$ cat config.mk
export PLATFORM = sky130hd
export DESIGN_NAME = spirq_top
export DESIGN_NICKNAME = d
export VERILOG_FILES = /design/src/hw/spirq_pkg.sv /design/src/hw/spirq_port_if.sv /design/src/hw/spirq_dsport.sv /design/src/hw/spirq_remap.sv /design/src/hw/spirq_top.sv
export SDC_FILE = /design/constraint.sdc
export NUM_CORES = 1
export LEC_CHECK = 0
export BUFFER_PORTS_ARGS = -buffer_cell sky130_fd_sc_hd__clkbuf_2
export CORE_MARGIN = 5
export CORE_UTILIZATION = 40
export CTS_CLUSTER_SIZE = 24
export DETAILED_ROUTE_END_ITERATION = 6
export SYNTH_ARGS = -nofsm -noshare
export SYNTH_HDL_FRONTEND = slang
export SYNTH_SLANG_ARGS = --single-unit
$ cat constraint.sdc
create_clock -name ref_clk_i -period 2.2 [get_ports ref_clk_i]
set_clock_uncertainty 0.2 [all_clocks]
set_input_delay 0.44 -clock ref_clk_i [delete_from_list [all_inputs] [get_ports ref_clk_i]]
set_output_delay 0.44 -clock ref_clk_i [all_outputs]
set_load 0.02 [all_outputs]
$ cat src/hw/spirq_pkg.sv
/*
 Constants, encodings and types for the switch port interrupt signalling block.
 Assumes one core clock and a synchronous active-high reset shared by all files.
*/
package spirq_pkg;
    localparam int NUM_DS   = 4;
    localparam int NUM_WIRE = 4;
    localparam int ADDR_W   = 8;
    localparam int CTRL_W   = 5;
    localparam int STS_W    = 3;
    localparam int EV_W     = 4;

    // Per-port control fields
    localparam int CTRL_MSI_EN  = 0;
    localparam int CTRL_LEG_DIS = 1;
    localparam int CTRL_IE_LSB  = 2;

    // Per-port status fields, in the same order as the enables above
    localparam int STS_HP  = 0;
    localparam int STS_BW  = 1;
    localparam int STS_ABW = 2;

    // Interrupt event bits
    localparam int EV_MSI    = 0;
    localparam int EV_ASSERT = 1;
    localparam int EV_DEASRT = 2;
    localparam int EV_LINKDN = 3;

    // Register map
    localparam logic [ADDR_W-1:0] PORT_STRIDE  = 8'h10;
    localparam logic [ADDR_W-1:0] OFS_PCTRL    = 8'h00;
    localparam logic [ADDR_W-1:0] OFS_PSTS     = 8'h04;
    localparam logic [ADDR_W-1:0] OFS_IRQ_STS  = 8'h40;
    localparam logic [ADDR_W-1:0] OFS_IRQ_EN   = 8'h44;
    localparam logic [ADDR_W-1:0] OFS_AGG      = 8'h48;

    // Values after reset
    localparam logic [CTRL_W-1:0] CTRL_RST   = 5'h00;
    localparam logic [EV_W-1:0]   IRQ_EN_RST = 4'h0;

    typedef enum logic [1:0] {
        APB_IDLE = 2'b00,
        APB_RESP = 2'b01
    } spirq_apb_st_t;
endpackage

$ cat src/hw/spirq_port_if.sv
/*
 Carrier between the top and one downstream port engine.
 Assumes the top drives control and strobes, the port returns its state.
*/
`timescale 1ns/100ps
interface spirq_port_if;
    logic [spirq_pkg::CTRL_W-1:0] ctrl;
    logic [spirq_pkg::STS_W-1:0]  evt;
    logic [spirq_pkg::STS_W-1:0]  clr;
    logic                         link_up;
    logic [spirq_pkg::STS_W-1:0]  sts;
    logic                         msi_fire;
    logic                         inta;

    modport top  (output ctrl, evt, clr, link_up, input sts, msi_fire, inta);
    modport port (input ctrl, evt, clr, link_up, output sts, msi_fire, inta);
endinterface

$ cat src/hw/spirq_dsport.sv
/*
 Interrupt engine of one downstream port: sticky sources, MSI or INTA.
 Assumes clears arrive as one-cycle strobes from the register slave.
*/
`timescale 1ns/100ps
module spirq_dsport (
    input  wire logic        ref_clk_i,
    input  wire logic        rst_i,
    spirq_port_if.port       bus
);
    import spirq_pkg::*;

    typedef struct packed {
        logic [STS_W-1:0] sts;
        logic             cond_prev;
        logic             inta;
        logic             msi_fire;
    } spirq_port_st_t;

    spirq_port_st_t   st;
    spirq_port_st_t   st_nxt;
    logic             cond;
    logic             rise;
    logic             fall;
    logic             msi_en;
    logic             leg_dis;

    assign msi_en  = bus.ctrl[CTRL_MSI_EN];
    assign leg_dis = bus.ctrl[CTRL_LEG_DIS];
    assign cond    = |(st.sts & bus.ctrl[CTRL_IE_LSB +: STS_W]);
    assign rise    = cond & ~st.cond_prev;
    assign fall    = ~cond & st.cond_prev;

    always_comb begin
        st_nxt          = st;
        // A source event in the clearing cycle survives
        st_nxt.sts      = (st.sts & ~bus.clr) | bus.evt;
        st_nxt.msi_fire = rise & msi_en;
        st_nxt.cond_prev = cond;
        if (!bus.link_up) begin
            // Forget only the INTA edge, so a live source re-raises after link-up;
            // in MSI mode the edge is kept, else an MSI would fire every cycle
            st_nxt.inta      = 1'b0;
            st_nxt.cond_prev = cond & msi_en;
        end else if (rise && !msi_en && !leg_dis) begin
            st_nxt.inta = 1'b1;
        end else if (fall && !msi_en && !leg_dis) begin
            st_nxt.inta = 1'b0;
        end
    end

    always_ff @(posedge ref_clk_i) begin
        if (rst_i) begin
            st <= '0;
        end else begin
            st <= st_nxt;
        end
    end

    assign bus.sts      = st.sts;
    assign bus.msi_fire = st.msi_fire;
    assign bus.inta     = st.inta;
endmodule

$ cat src/hw/spirq_remap.sv
/*
 Rotates a set of four virtual wires by a device number.
 Assumes the device number is fixed at elaboration.
*/
`timescale 1ns/100ps
module spirq_remap #(
    parameter int DEV = 0
) (
    input  wire logic [spirq_pkg::NUM_WIRE-1:0] wire_i,
    output logic      [spirq_pkg::NUM_WIRE-1:0] wire_o
);
    import spirq_pkg::*;

    for (genvar i = 0; i < NUM_WIRE; i++) begin : g_rot
        assign wire_o[(i + (DEV % NUM_WIRE)) % NUM_WIRE] = wire_i[i];
    end
endmodule

$ cat src/hw/spirq_top.sv
/*
 Switch interrupt signalling: downstream port engines, per-port wire state,
 upstream remap and aggregation, Assert/Deassert message and MSI issue, APB.
 Assumes message and MSI outputs are taken by the core in the pulse cycle.
*/
`timescale 1ns/100ps
module spirq_top (
    input  wire logic                                               ref_clk_i,
    input  wire logic                                               rst_i,
    input  wire logic                                               psel_i,
    input  wire logic                                               penable_i,
    input  wire logic                                               pwrite_i,
    input  wire logic [spirq_pkg::ADDR_W-1:0]                       paddr_i,
    input  wire logic [31:0]                                        pwdata_i,
    output logic      [31:0]                                        prdata_o,
    output logic                                                    pready_o,
    output logic                                                    pslverr_o,
    input  wire logic [spirq_pkg::NUM_DS-1:0]                       hp_evt_i,
    input  wire logic [spirq_pkg::NUM_DS-1:0]                       bw_mgmt_flag_i,
    input  wire logic [spirq_pkg::NUM_DS-1:0]                       autonomous_bw_flag_i,
    input  wire logic [spirq_pkg::NUM_DS-1:0]                       dl_up_i,
    input  wire logic [spirq_pkg::NUM_DS-1:0][spirq_pkg::NUM_WIRE-1:0] ext_intx_i,
    input  wire logic [spirq_pkg::NUM_WIRE-1:0]                     us_own_intx_i,
    output logic                                                    msi_req_o,
    output logic      [1:0]                                         msi_port_o,
    output logic                                                    intx_msg_o,
    output logic                                                    intx_assert_o,
    output logic      [1:0]                                         intx_wire_o,
    output logic      [spirq_pkg::NUM_DS*spirq_pkg::NUM_WIRE-1:0]   ds_intx_o,
    output logic      [spirq_pkg::NUM_WIRE-1:0]                     us_intx_o,
    output logic                                                    irq_o
);
    import spirq_pkg::*;

    typedef struct packed {
        spirq_apb_st_t                     apb;
        logic [31:0]                       prdata;
        logic                              slverr;
        logic [NUM_DS-1:0][CTRL_W-1:0]     ctrl;
        logic [NUM_DS-1:0]                 link;
        logic [NUM_DS-1:0][NUM_WIRE-1:0]   port_wire;
        logic [NUM_WIRE-1:0]               us_agg;
        logic [NUM_WIRE-1:0]               us_sent;
        logic                              msg;
        logic                              msg_asrt;
        logic [1:0]                        msg_wire;
        logic [NUM_DS-1:0]                 msi_pend;
        logic                              msi;
        logic [1:0]                        msi_port;
        logic [EV_W-1:0]                   ev_sts;
        logic [EV_W-1:0]                   ev_en;
        logic                              irq;
    } spirq_top_st_t;

    spirq_top_st_t                     st;
    spirq_top_st_t                     st_nxt;
    logic                              acc;
    logic                              commit;
    logic                              hit;
    logic [31:0]                       rdata;
    logic [NUM_DS-1:0][STS_W-1:0]      clr;
    logic [NUM_DS-1:0][STS_W-1:0]      sts;
    logic [NUM_DS-1:0]                 msi_fire;
    logic [NUM_DS-1:0]                 inta;
    logic [NUM_DS-1:0][NUM_WIRE-1:0]   remapped;
    logic [EV_W-1:0]                   ev;
    logic [EV_W-1:0]                   rd_clr;
    logic [NUM_WIRE-1:0]               diff;

    spirq_port_if pif[NUM_DS] ();

    // ************************************************************
    // Downstream ports
    // ************************************************************
    for (genvar g = 0; g < NUM_DS; g++) begin : g_port
        assign pif[g].ctrl    = st.ctrl[g];
        assign pif[g].evt     = {autonomous_bw_flag_i[g], bw_mgmt_flag_i[g], hp_evt_i[g]};
        assign pif[g].clr     = clr[g];
        assign pif[g].link_up = dl_up_i[g];
        assign sts[g]         = pif[g].sts;
        assign msi_fire[g]    = pif[g].msi_fire;
        assign inta[g]        = pif[g].inta;

        spirq_dsport u_port (
            .ref_clk_i (ref_clk_i),
            .rst_i     (rst_i),
            .bus       (pif[g])
        );

        // The device below is device zero on its own link, so only here is
        // the rotation applied
        spirq_remap #(.DEV(g)) u_remap (
            .wire_i (st.port_wire[g]),
            .wire_o (remapped[g])
        );
    end

    assign acc    = psel_i & penable_i;
    assign commit = acc & (st.apb == APB_RESP);
    assign diff   = st.us_agg ^ st.us_sent;

    // ************************************************************
    // Next state
    // ************************************************************
    always_comb begin
        int ws;
        int ps;
        ws     = 0;
        ps     = 0;
        st_nxt = st;
        hit    = 1'b0;
        rdata  = '0;
        clr    = '0;
        rd_clr = '0;

        // Register read mux
        for (int p = 0; p < NUM_DS; p++) begin
            if (paddr_i == ADDR_W'(p * PORT_STRIDE) + OFS_PCTRL) begin
                hit   = 1'b1;
                rdata = 32'(st.ctrl[p]);
            end
            if (paddr_i == ADDR_W'(p * PORT_STRIDE) + OFS_PSTS) begin
                hit   = 1'b1;
                rdata = 32'(sts[p]);
            end
        end
        if (paddr_i == OFS_IRQ_STS) begin
            hit   = 1'b1;
            rdata = 32'(st.ev_sts);
        end
        if (paddr_i == OFS_IRQ_EN) begin
            hit   = 1'b1;
            rdata = 32'(st.ev_en);
        end
        if (paddr_i == OFS_AGG) begin
            hit   = 1'b1;
            rdata = 32'({st.port_wire, st.us_agg});
        end

        // Read data is latched one cycle before the completing edge
        case (st.apb)
            APB_IDLE: begin
                if (acc) begin
                    st_nxt.apb    = APB_RESP;
                    st_nxt.prdata = pwrite_i ? 32'h0000_0000 : rdata;
                    st_nxt.slverr = ~hit;
                end
            end
            APB_RESP: begin
                st_nxt.apb    = APB_IDLE;
                st_nxt.prdata = 32'h0000_0000;
                st_nxt.slverr = 1'b0;
            end
            default: begin
                st_nxt.apb = APB_IDLE;
            end
        endcase

        if (commit && pwrite_i) begin
            for (int p = 0; p < NUM_DS; p++) begin
                if (paddr_i == ADDR_W'(p * PORT_STRIDE) + OFS_PCTRL) begin
                    st_nxt.ctrl[p] = pwdata_i[CTRL_W-1:0];
                end
                if (paddr_i == ADDR_W'(p * PORT_STRIDE) + OFS_PSTS) begin
                    clr[p] = pwdata_i[STS_W-1:0];
                end
            end
            if (paddr_i == OFS_IRQ_EN) begin
                st_nxt.ev_en = pwdata_i[EV_W-1:0];
            end
        end
        // Clear only what the reader saw; later events stay pending
        if (commit && !pwrite_i && paddr_i == OFS_IRQ_STS) begin
            rd_clr = st.prdata[EV_W-1:0];
        end

        // Per-port wire state, external and own INTA together
        st_nxt.link   = dl_up_i;
        st_nxt.us_agg = us_own_intx_i;
        for (int p = 0; p < NUM_DS; p++) begin
            st_nxt.port_wire[p] = dl_up_i[p] ?
                (ext_intx_i[p] | NUM_WIRE'(inta[p])) : '0;
            st_nxt.us_agg = st_nxt.us_agg | remapped[p];
        end

        // One message a cycle; the lowest changed wire goes first
        st_nxt.msg = 1'b0;
        for (int w = NUM_WIRE - 1; w >= 0; w--) begin
            if (diff[w]) begin
                ws = w;
            end
        end
        if (|diff) begin
            st_nxt.msg          = 1'b1;
            st_nxt.msg_asrt     = st.us_agg[ws];
            st_nxt.msg_wire     = 2'(ws);
            st_nxt.us_sent[ws]  = st.us_agg[ws];
        end

        // Every MSI goes upstream whatever its address
        st_nxt.msi = 1'b0;
        for (int p = NUM_DS - 1; p >= 0; p--) begin
            if (st.msi_pend[p]) begin
                ps = p;
            end
        end
        st_nxt.msi_pend = st.msi_pend;
        if (|st.msi_pend) begin
            st_nxt.msi          = 1'b1;
            st_nxt.msi_port     = 2'(ps);
            st_nxt.msi_pend[ps] = 1'b0;
        end
        st_nxt.msi_pend = st_nxt.msi_pend | msi_fire;

        ev            = '0;
        ev[EV_MSI]    = st_nxt.msi;
        ev[EV_ASSERT] = st_nxt.msg & st_nxt.msg_asrt;
        ev[EV_DEASRT] = st_nxt.msg & ~st_nxt.msg_asrt;
        ev[EV_LINKDN] = |(st.link & ~dl_up_i);
        st_nxt.ev_sts = (st.ev_sts & ~rd_clr) | ev;
        st_nxt.irq    = |(st_nxt.ev_sts & st_nxt.ev_en);
    end

    always_ff @(posedge ref_clk_i) begin
        if (rst_i) begin
            st       <= '0;
            st.ctrl  <= {NUM_DS{CTRL_RST}};
            st.ev_en <= IRQ_EN_RST;
        end else begin
            st <= st_nxt;
        end
    end

    // ************************************************************
    // Outputs
    // ************************************************************
    assign prdata_o      = st.prdata;
    assign pready_o      = st.apb[0];
    assign pslverr_o     = st.slverr;
    assign msi_req_o     = st.msi;
    assign msi_port_o    = st.msi_port;
    assign intx_msg_o    = st.msg;
    assign intx_assert_o = st.msg_asrt;
    assign intx_wire_o   = st.msg_wire;
    assign ds_intx_o     = st.port_wire;
    assign us_intx_o     = st.us_agg;
    assign irq_o         = st.irq;
endmodule

Word level (Yosys, flattened, before mapping)
Index checks and enable logic that the tools add are counted.
{"block": "totals", "in_bits": 81, "word_cells": 241, "ff_bits": 126, "out_inout_bits": 62}
{"block": "op_classes", "magnitude_cmp": 4, "reduce_logical": 55, "bitwise": 69, "n_mux": 63, "n_eq_ne": 11}
{"op": "$mux W32", "n": 17}
{"op": "$pmux W33 S2", "n": 1}
{"op": "$ge A32 B1 Y1 const B", "n": 2}
{"op": "$lt A32 B4 Y1 const B", "n": 2}
{"op": "$mux W33", "n": 1}
{"op": "$eq A8 B6 Y1 const B", "n": 4}
{"op": "$mux W1", "n": 27}
{"op": "$and A3 B3 Y3", "n": 8}
{"op": "$eq A8 B7 Y1 const B", "n": 3}
{"op": "$or A4 B4 Y4", "n": 6}
{"op": "$logic_and A1 B1 Y1", "n": 21}
{"op": "$and A1 B1 Y1", "n": 20}
{"op": "$and A4 B4 Y4", "n": 4}
{"op": "$eq A8 B5 Y1 const B", "n": 2}
{"op": "$mux W4", "n": 4}
{"op": "$or A4 B1 Y4", "n": 4}
{"op": "$reduce_or A4 Y1", "n": 4}
{"op": "$not A1 Y1", "n": 15}
{"op": "$mux W12", "n": 1}
{"op": "$mux W3", "n": 4}
{"op": "$not A3 Y3", "n": 4}
{"op": "$not A4 Y4", "n": 3}
{"op": "$or A3 B3 Y3", "n": 4}
{"op": "$reduce_or A3 Y1", "n": 4}
{"op": "15 further kinds", "n": 37}

Longest topological paths before layout
Gate-level depths: netlist of run 1.
{"block": "depth", "depth_word": 15, "ltp_mapped": 8, "ltp_nobuf": 6}

Hierarchy
From an unflattened synthesis of run 1, not the netlist that was laid out.
{"block": "unflattened", "cells_unflattened": 617, "area_unflattened_um2": 5465.2}
{"module": "spirq_top", "instances": 1, "area_per_inst_um2": 4379.2, "seq_area_each_um2": 1801.7, "cells_each": 493}
{"module": "spirq_dsport", "instances": 4, "area_per_inst_um2": 241.5, "seq_area_each_um2": 120.1, "cells_each": 27}
{"module": "spirq_remap", "instances": 4, "area_per_inst_um2": 30.0, "seq_area_each_um2": 0.0, "cells_each": 4}

Least setup slack after synthesis of run 1
No wires, ideal clock.
{"block": "synth_timing", "path_type": "input-to-reg", "startpoint": "in paddr_i[2] (netlist name)", "endpoint": "reg pif[0].ctrl[0] (netlist name)", "t_arrival_ps": 1671, "setup_ps": 128, "t_required_ps": 1872, "slack_ps": 201, "n_path_buf": 2, "path_stages": 7, "path_cell_list": "buf_2 -> nor4_4 -> nand2_1 -> or4_1 -> buf_2 -> mux2i_1 -> nor2_1"}
{"block": "synth_between", "elab_chain_cells": 2}
{"item": "start: declaration", "line": "spirq_top.sv:13", "source": "input wire logic [spirq_pkg::ADDR_W-1:0] paddr_i,"}
{"item": "$logic_not A8 Y1", "line": "spirq_top.sv:161", "source": "if (paddr_i == ADDR_W'(p * PORT_STRIDE) + OFS_PCTRL) begin"}
{"item": "$reduce_and A2 Y1 (no line)"}
No other way between the ends.
A chain may end at the register's enable or synchronous reset.

Final worst setup path of run 1
{"block": "layout_timing", "startpoint": "reg st[22] (netlist name)", "endpoint": "reg st, in the netlist irq_o"}
{"block": "layout_between", "elab_chain_cells": 13, "elab_cells_between_ends": 15, "cone_classes": "7 x mux; 6 x bitwise; 2 x reduce/logical"}
{"item": "start: declaration", "line": "spirq_top.sv:55", "source": "spirq_top_st_t st;"}
{"item": "start signal: assignment", "line": "spirq_top.sv:230", "source": "st <= st_nxt;"}
{"item": "$xor A4 B4 Y4 (*)", "line": "spirq_top.sv:100", "source": "assign diff = st.us_agg ^ st.us_sent;"}
{"item": "$mux W32 (3 in a row)", "line": "spirq_top.sv:189", "source": "if (diff[w]) begin"}
{"item": "$bmux W1 S2", "line": "spirq_top.sv:195", "source": "st_nxt.msg_asrt = st.us_agg[ws];"}
{"item": "$mux W1 (implied by the code) (2 in a row)", "line": "spirq_top.sv:195"}
{"item": "$mux W4 (*)", "line": "spirq_top.sv:193", "source": "if (|diff) begin"}
{"item": "$not A1 Y1", "line": "spirq_top.sv:218", "source": "ev[EV_DEASRT] = st_nxt.msg & ~st_nxt.msg_asrt;"}
{"item": "$and A1 B1 Y1", "line": "spirq_top.sv:218"}
{"item": "$or A4 B4 Y4 (*)", "line": "spirq_top.sv:220", "source": "st_nxt.ev_sts = (st.ev_sts & ~rd_clr) | ev;"}
{"item": "$and A4 B4 Y4 (*)", "line": "spirq_top.sv:221", "source": "st_nxt.irq = |(st_nxt.ev_sts & st_nxt.ev_en);"}
{"item": "$reduce_or A4 Y1 (*)", "line": "spirq_top.sv:221"}
Mark *: on every way between the ends. The rest lies on a longest branch, timed or not. The select of a mux whose other input is x is not followed.

==> flow_summary.toml, run 1 <==
[grt]
grt.overflow.total = 0
grt_antenna_before_repair = 0
grt_usage = 0.185
grt_pass1_vias = 4341
grt_pass1_wl_um = 22000
grt_max_degree = 70

[logic_synthesis]
synth_top_area_cell = "dfxtp_1"
netlist_instances = 610
avgSynthCellArea_um2 = 8.44
ys_seq_elements = 114
synth_common_cells = "dfxtp_1, nor2_1, buf_4"
synth_warnings = 0
syn_area_mm2 = 0.00515
async_flop_share = 0
synthDominantCellAreaShare = 0.443
synthTopCellsByArea = "dfxtp_1, buf_4, nor2_1"
synth.most_common_cell = "dfxtp_1"
ys_dominant_reg_cell = "dfxtp_1"
synth_edf_count = 0
synth_seq_area_share = 0.443
ys_types = 58

[detailed_routing]
drtAntennaViolNets = 0
wire_per_inst_um = 15.8
met3WireLength_um = 1020
maxUsedRoutingLayer = "met4"
first_pass_iters = 5
drt_iter0_markers = 341
wl_met2_um = 6670
drc = 0
vias = 4566
wl_met1_um = 5950
routed_wl_um = 13900
vias_per_cell = 5.19

[worst_setup_path]
r2r_setup_slack_ps = 180
timing.rr.start = "st[22]"
worstSetupPathType = "reg -> reg"
cp-start-kind = "flop"
critical_path_arrival_ps = 2150
critPathCaptureType = "flop"
required_ps = 2330
cp_max_fo = 7
crit_path_start = "st[22]"
r2r_cells = 6

[run]
cap_violations = 0

[sta]
maxSlewHeadroom = 0.557
worst_slew_pin_slew_ps = 664
grt_setup_unrepaired = "no"
finalCritPeriodShare = 0.918
tns_ps = 0
max_freq_mhz = 495
setup_slack_ps = 181
hold_viol = 0
fin_crit_ps = 2020
finalSetupViolCount = 0
finalMaxSlewViolations = 0

[die]
rows = 41
dieHeight_um = 123
fp.dieW_um = 123
design.die.area_mm2 = 0.0152
start_util = 0.408
ios = 143
core_area_mm2 = 0.0126

[pwr]
ir_drop_mv = 0.481
p_per_area_mw_per_mm2 = 855
p_leak_nw = 2.68
power_w = 0.00539

[cts]
postCtsSetupRepairBufs = 0
clk_pin_slew_worst_paths_ps = 60
cts_max_level = 4
clk_latency_ps = 400
ctsRootBufferMaster = "clkbuf_16"
numCtsBuffers = 17
clock_path_buffers = 2
cts_sinks = 114
cts_tree = "yes"

[finish]
fin_util = 0.499
diodes = 0
final_area_mm2 = 0.00630
nNetsFinal = 776
drive_gt1_frac = 0.264
area_delta_synth_final_pct = 22.4
fillers = 1217

[place]
port-buffer-count = 103
dp_hpwl_um = 10700
routabilityCongestion = 0.914
dpl_worst_slack_ps = -84.3
placed_cell_area_mm2 = 0.00570

[hold_path]
whs_path_depth = 2
worstHoldStart = "ext_intx_i[1]"
min_path_type = "in -> reg"

[run_status]
status = "finished, final reports clean"
[through the flow]
| step | cells | hold WS, ps |
|---|---|---|
| 2_1_floorplan | 621 | 211 |
| 3_3_place_gp | 848 | 233 |
| 3_5_place_dp | 848 | 235 |
| 4_1_cts | 880 | 14.9 |
| 5_1_grt | 880 | 13.2 |
| 6_report | 880 | 29.3 |
[cell usage in the layout, fill, tap and decap left out, types with 3 or more instances in the layout]
| master | n |
|---|---|
| dfxtp_1 | 114 |
| clkbuf_2 | 103 |
| nor2_1 | 99 |
| a21oi_1 | 51 |
| nand2_1 | 39 |
| buf_4 | 37 |
| o21ai_0 | 25 |
| nor3_1 | 23 |
| a22oi_1 | 22 |
| mux2i_1 | 19 |
| nand2b_1 | 17 |
| clkbuf_16 | 17 |
| and2_1 | 14 |
| conb_1 | 12 |
| inv_1 | 11 |
| nand3_1 | 6 |
| nor4_1 | 5 |
| o21ai_1 | 5 |
| o22ai_1 | 5 |
| nand4_1 | 5 |
| and3_1 | 4 |
| nor2b_1 | 4 |
| o2bb2ai_1 | 4 |
| a31oi_1 | 4 |
| a222oi_1 | 4 |
| clkinv_4 | 4 |
| clkinvlp_4 | 3 |
| inv_6 | 3 |
| buf_12 | 3 |
[worst max-delay path, cell delays in order, from the launching register on]
cell and delay [ps]:
dfxtp_1 470, xor2_2 180, o311ai_1 380, o311ai_2 170
o211ai_2 170, mux2i_1 240, o2bb2ai_1 130
[logic make-up after synthesis]
group,Yosys count,share of synthesized area
muxes,22,0.0479
xor gates and xnor gates,3,0.00510
other,1,0.000728
AOI/OAI and AO/OA,136,0.165
DFF,114,0.443
buffers and inverters,100,0.117
and+or+nand+nor,234,0.222
[repair_timing]
item	in CTS	in global routing
hold buffers	0	0
setup endpoints to repair	0	1
resized for setup	0	1
[state kept, by name (all words and copies together) (netlist names)]
register                    flops
ds_intx_o                      16
g_port.u_port.bus.inta          4
g_port.u_port.bus.msi_fire      4
g_port.u_port.bus.sts          12
g_port.u_port.st                4
intx_assert_o                   1
intx_msg_o                      1
intx_wire_o                     2
irq_o                           1
msi_port_o                      2
msi_req_o                       1
pif.ctrl                       20
prdata_o                       20
pready_o                        1
pslverr_o                       1
st                             20
us_intx_o                       4
[power breakdown]
part           leakage [nW]  internal [W]  total, W  switching (W)
clock                 0.283       0.00171   0.00270       0.000994
sequential            0.930       0.00213   0.00219      0.0000540
combinational          1.47      0.000196  0.000502       0.000306
total                  2.68       0.00403   0.00539        0.00135
[final timing paths]
path                                         to
setup / recovery                          irq_o
hold / removal                     ds_intx_o[1]
setup reg to reg                          irq_o
hold reg to reg   g_port[0].u_port.bus.msi_fire
[per-layer routing]
layer	vias up	track usage
met3	20	0.0435
li1	2226	-
met5	-	0
met4	0	0.0706
met1	2144	0.236
met2	176	0.303
[final cells by class]
cell class | instances | area, um2 | area share
timing repair buffer | 143 | 853 | 0.135
clock buffer | 18 | 439 | 0.0697
inverter | 12 | 45.0 | 0.00715
sequential | 114 | 2280 | 0.362
multi-input combinational | 407 | 2310 | 0.367
tap | 172 | 215 | 0.0341
clock inverter | 14 | 154 | 0.0244
(Power assumes the default switching activity.)
==> run 2: changes to the inputs <==
- SETUP_SLACK_MARGIN: default -> 0.2
==> run 2 against run 1 <==
Sequential share of layout area down 0.19 points. Critical path type unchanged. Sequential cell count unchanged. Critical path depth unchanged. Highest routed layer unchanged.
==> flow_summary.toml, run 2 (synthesis gave the netlist of run 1 again) <==
[grt]
grt_max_degree = 70
grt_usage = 0.185
grt_pass1_wl_um = 22000
grt_antenna_before_repair = 0
grt_pass1_vias = 4341
grt.overflow.total = 0

[pwr]
switching_share = 0.252
p_leak_nw = 2.69
clockPowerShare = 0.500
p_per_area_mw_per_mm2 = 851
combPwrFrac = 0.094
p_int_w = 0.00404
ir_drop_mv = 0.482
seq_power_share = 0.405
p_sw_w = 0.00136

[sta]
worst_slew_pin_slew_ps = 637
max_freq_mhz = 520
grt_setup_unrepaired = "yes"
fin_crit_ps = 1920
hold_viol = 0
finalMaxSlewViolations = 0
finalCritPeriodShare = 0.874
maxSlewHeadroom = 0.576
finalSetupViolCount = 0

[die]
design.die.area_mm2 = 0.0152
ios = 143
fp.dieW_um = 123
dieHeight_um = 123
start_util = 0.408
rows = 41
core_area_mm2 = 0.0126

[worst_setup_path]
critical_path_arrival_ps = 2010
cp_max_fo = 4
cp-start-kind = "flop"
worstSetupPathType = "reg -> reg"
critPathCaptureType = "flop"
required_ps = 2280
r2r_cells = 6
r2r_setup_slack_ps = 280
reg2reg_to = "irq_o"
crit_path_start = "pready_o"
timing.rr.start = "pready_o"
crit_path_end = "irq_o"

[place]
dp_hpwl_um = 10700
port-buffer-count = 103
dp_cells = 848
placed_cell_area_mm2 = 0.00570
routabilityCongestion = 0.914

[cts]
numCtsBuffers = 17
clock_path_buffers = 2
clk_pin_slew_worst_paths_ps = 60
clk_latency_ps = 410
cts_max_level = 4
cts_sinks = 114
ctsRootBufferMaster = "clkbuf_16"
cts_tree = "yes"

[detailed_routing]
drc = 0
routed_wl_um = 13900
vias = 4573
first_pass_iters = 5
wire_per_inst_um = 15.8
drtAntennaViolNets = 0
vias_per_cell = 5.20
drt_iter0_markers = 336

[finish]
mostFrequentLayoutCells = "dfxtp_1, clkbuf_2, nor2_1"
layout_commonest_cell = "dfxtp_1"
drive_gt1_frac = 0.274
final_cells = 880
nNetsFinal = 776
diodes = 0
multiInputGateArea_mm2 = 0.00235
fillers = 1212
final_area_mm2 = 0.00634
final-seq-area_mm2 = 0.00228
area_delta_synth_final_pct = 23.1
fin_util = 0.502

[run_status]
status = "finished, final reports clean"

[run]
cap_violations = 0

[hold_path]
min_path_type = "in -> reg"
-- run 2: area by class of cell --
type / instances / area share
Tap cell: 172 / 0.0339
Clock inverter: 14 / 0.0243
Multi-Input combinational cell: 407 / 0.371
Inverter: 12 / 0.00710
Clock buffer: 18 / 0.0693
Sequential cell: 114 / 0.360
Timing Repair Buffer: 143 / 0.135
-- run 2: worst min-delay path by stage --
| stage | cells after the start | slack [ps] | from | to |
|---|---|---|---|---|
| 6_report | 2 | 30 | ext_intx_i[7] | ds_intx_o[7] |
| 5_1_grt | 2 | 10 | ext_intx_i[5] | ds_intx_o[5] |
| 4_1_cts | 2 | 10 | ext_intx_i[1] | ds_intx_o[1] |
| 3_5_place_dp | 1 | 240 | g_port[0].u_port.bus.msi_fire | st[12] |
| 3_3_place_gp | 1 | 230 | g_port[1].u_port.st[2] | g_port[1].u_port.bus.msi_fire |
| 2_1_floorplan | 2 | 210 | g_port[2].u_port.bus.msi_fire | st[14] |
-- run 2: layer usage --
| metal | GRT usage | part of all wire | vias up |
|---|---|---|---|
| met5 | 0 | 0 | - |
| li1 | - | - | 2224 |
| met1 | 0.237 | 0.43 | 2155 |
| met4 | 0.0706 | 0.016 | 0 |
| met2 | 0.303 | 0.48 | 174 |
| met3 | 0.0435 | 0.070 | 20 |
-- run 2: repair_timing --
item	in CTS	in global routing
hold buffers	0	0
setup buffers	0	0
setup endpoints to repair	4	8
resized for setup	2	6
endpoints found under the hold margin	0	0
-- run 2: worst max-delay path, stage by stage, from the launching register on --
cell       delay, ps
dfxtp_1          320
and4_1           260
and4_2           350
mux2i_1          310
o22ai_1          140
nor2_1           140
o2bb2ai_1         80
-- run 2: per-stage QoR --
step | TNS, ps | worst slack (ps) | hold slack [ps] | power, W
2_1_floorplan | 0 | 201 | 211 | 0.00256
3_3_place_gp | -220 | -86.4 | 233 | 0.00272
3_5_place_dp | -284 | -84.3 | 235 | 0.00273
4_1_cts | 0 | 242 | 14.9 | 0.00544
5_1_grt | 0 | 149 | 13.2 | 0.00560
6_report | 0 | 277 | 29.0 | 0.00540
-- run 2: power by group through the flow --
stage	clock network, W	registers [W]	logic [W]
after floorplan	0	0.00222	0.000342
after global placement	0	0.00223	0.000491
after detailed placement	0	0.00223	0.000499
after CTS	0.00275	0.00218	0.000503
after global routing	0.00285	0.00220	0.000559
final	0.00270	0.00219	0.000509
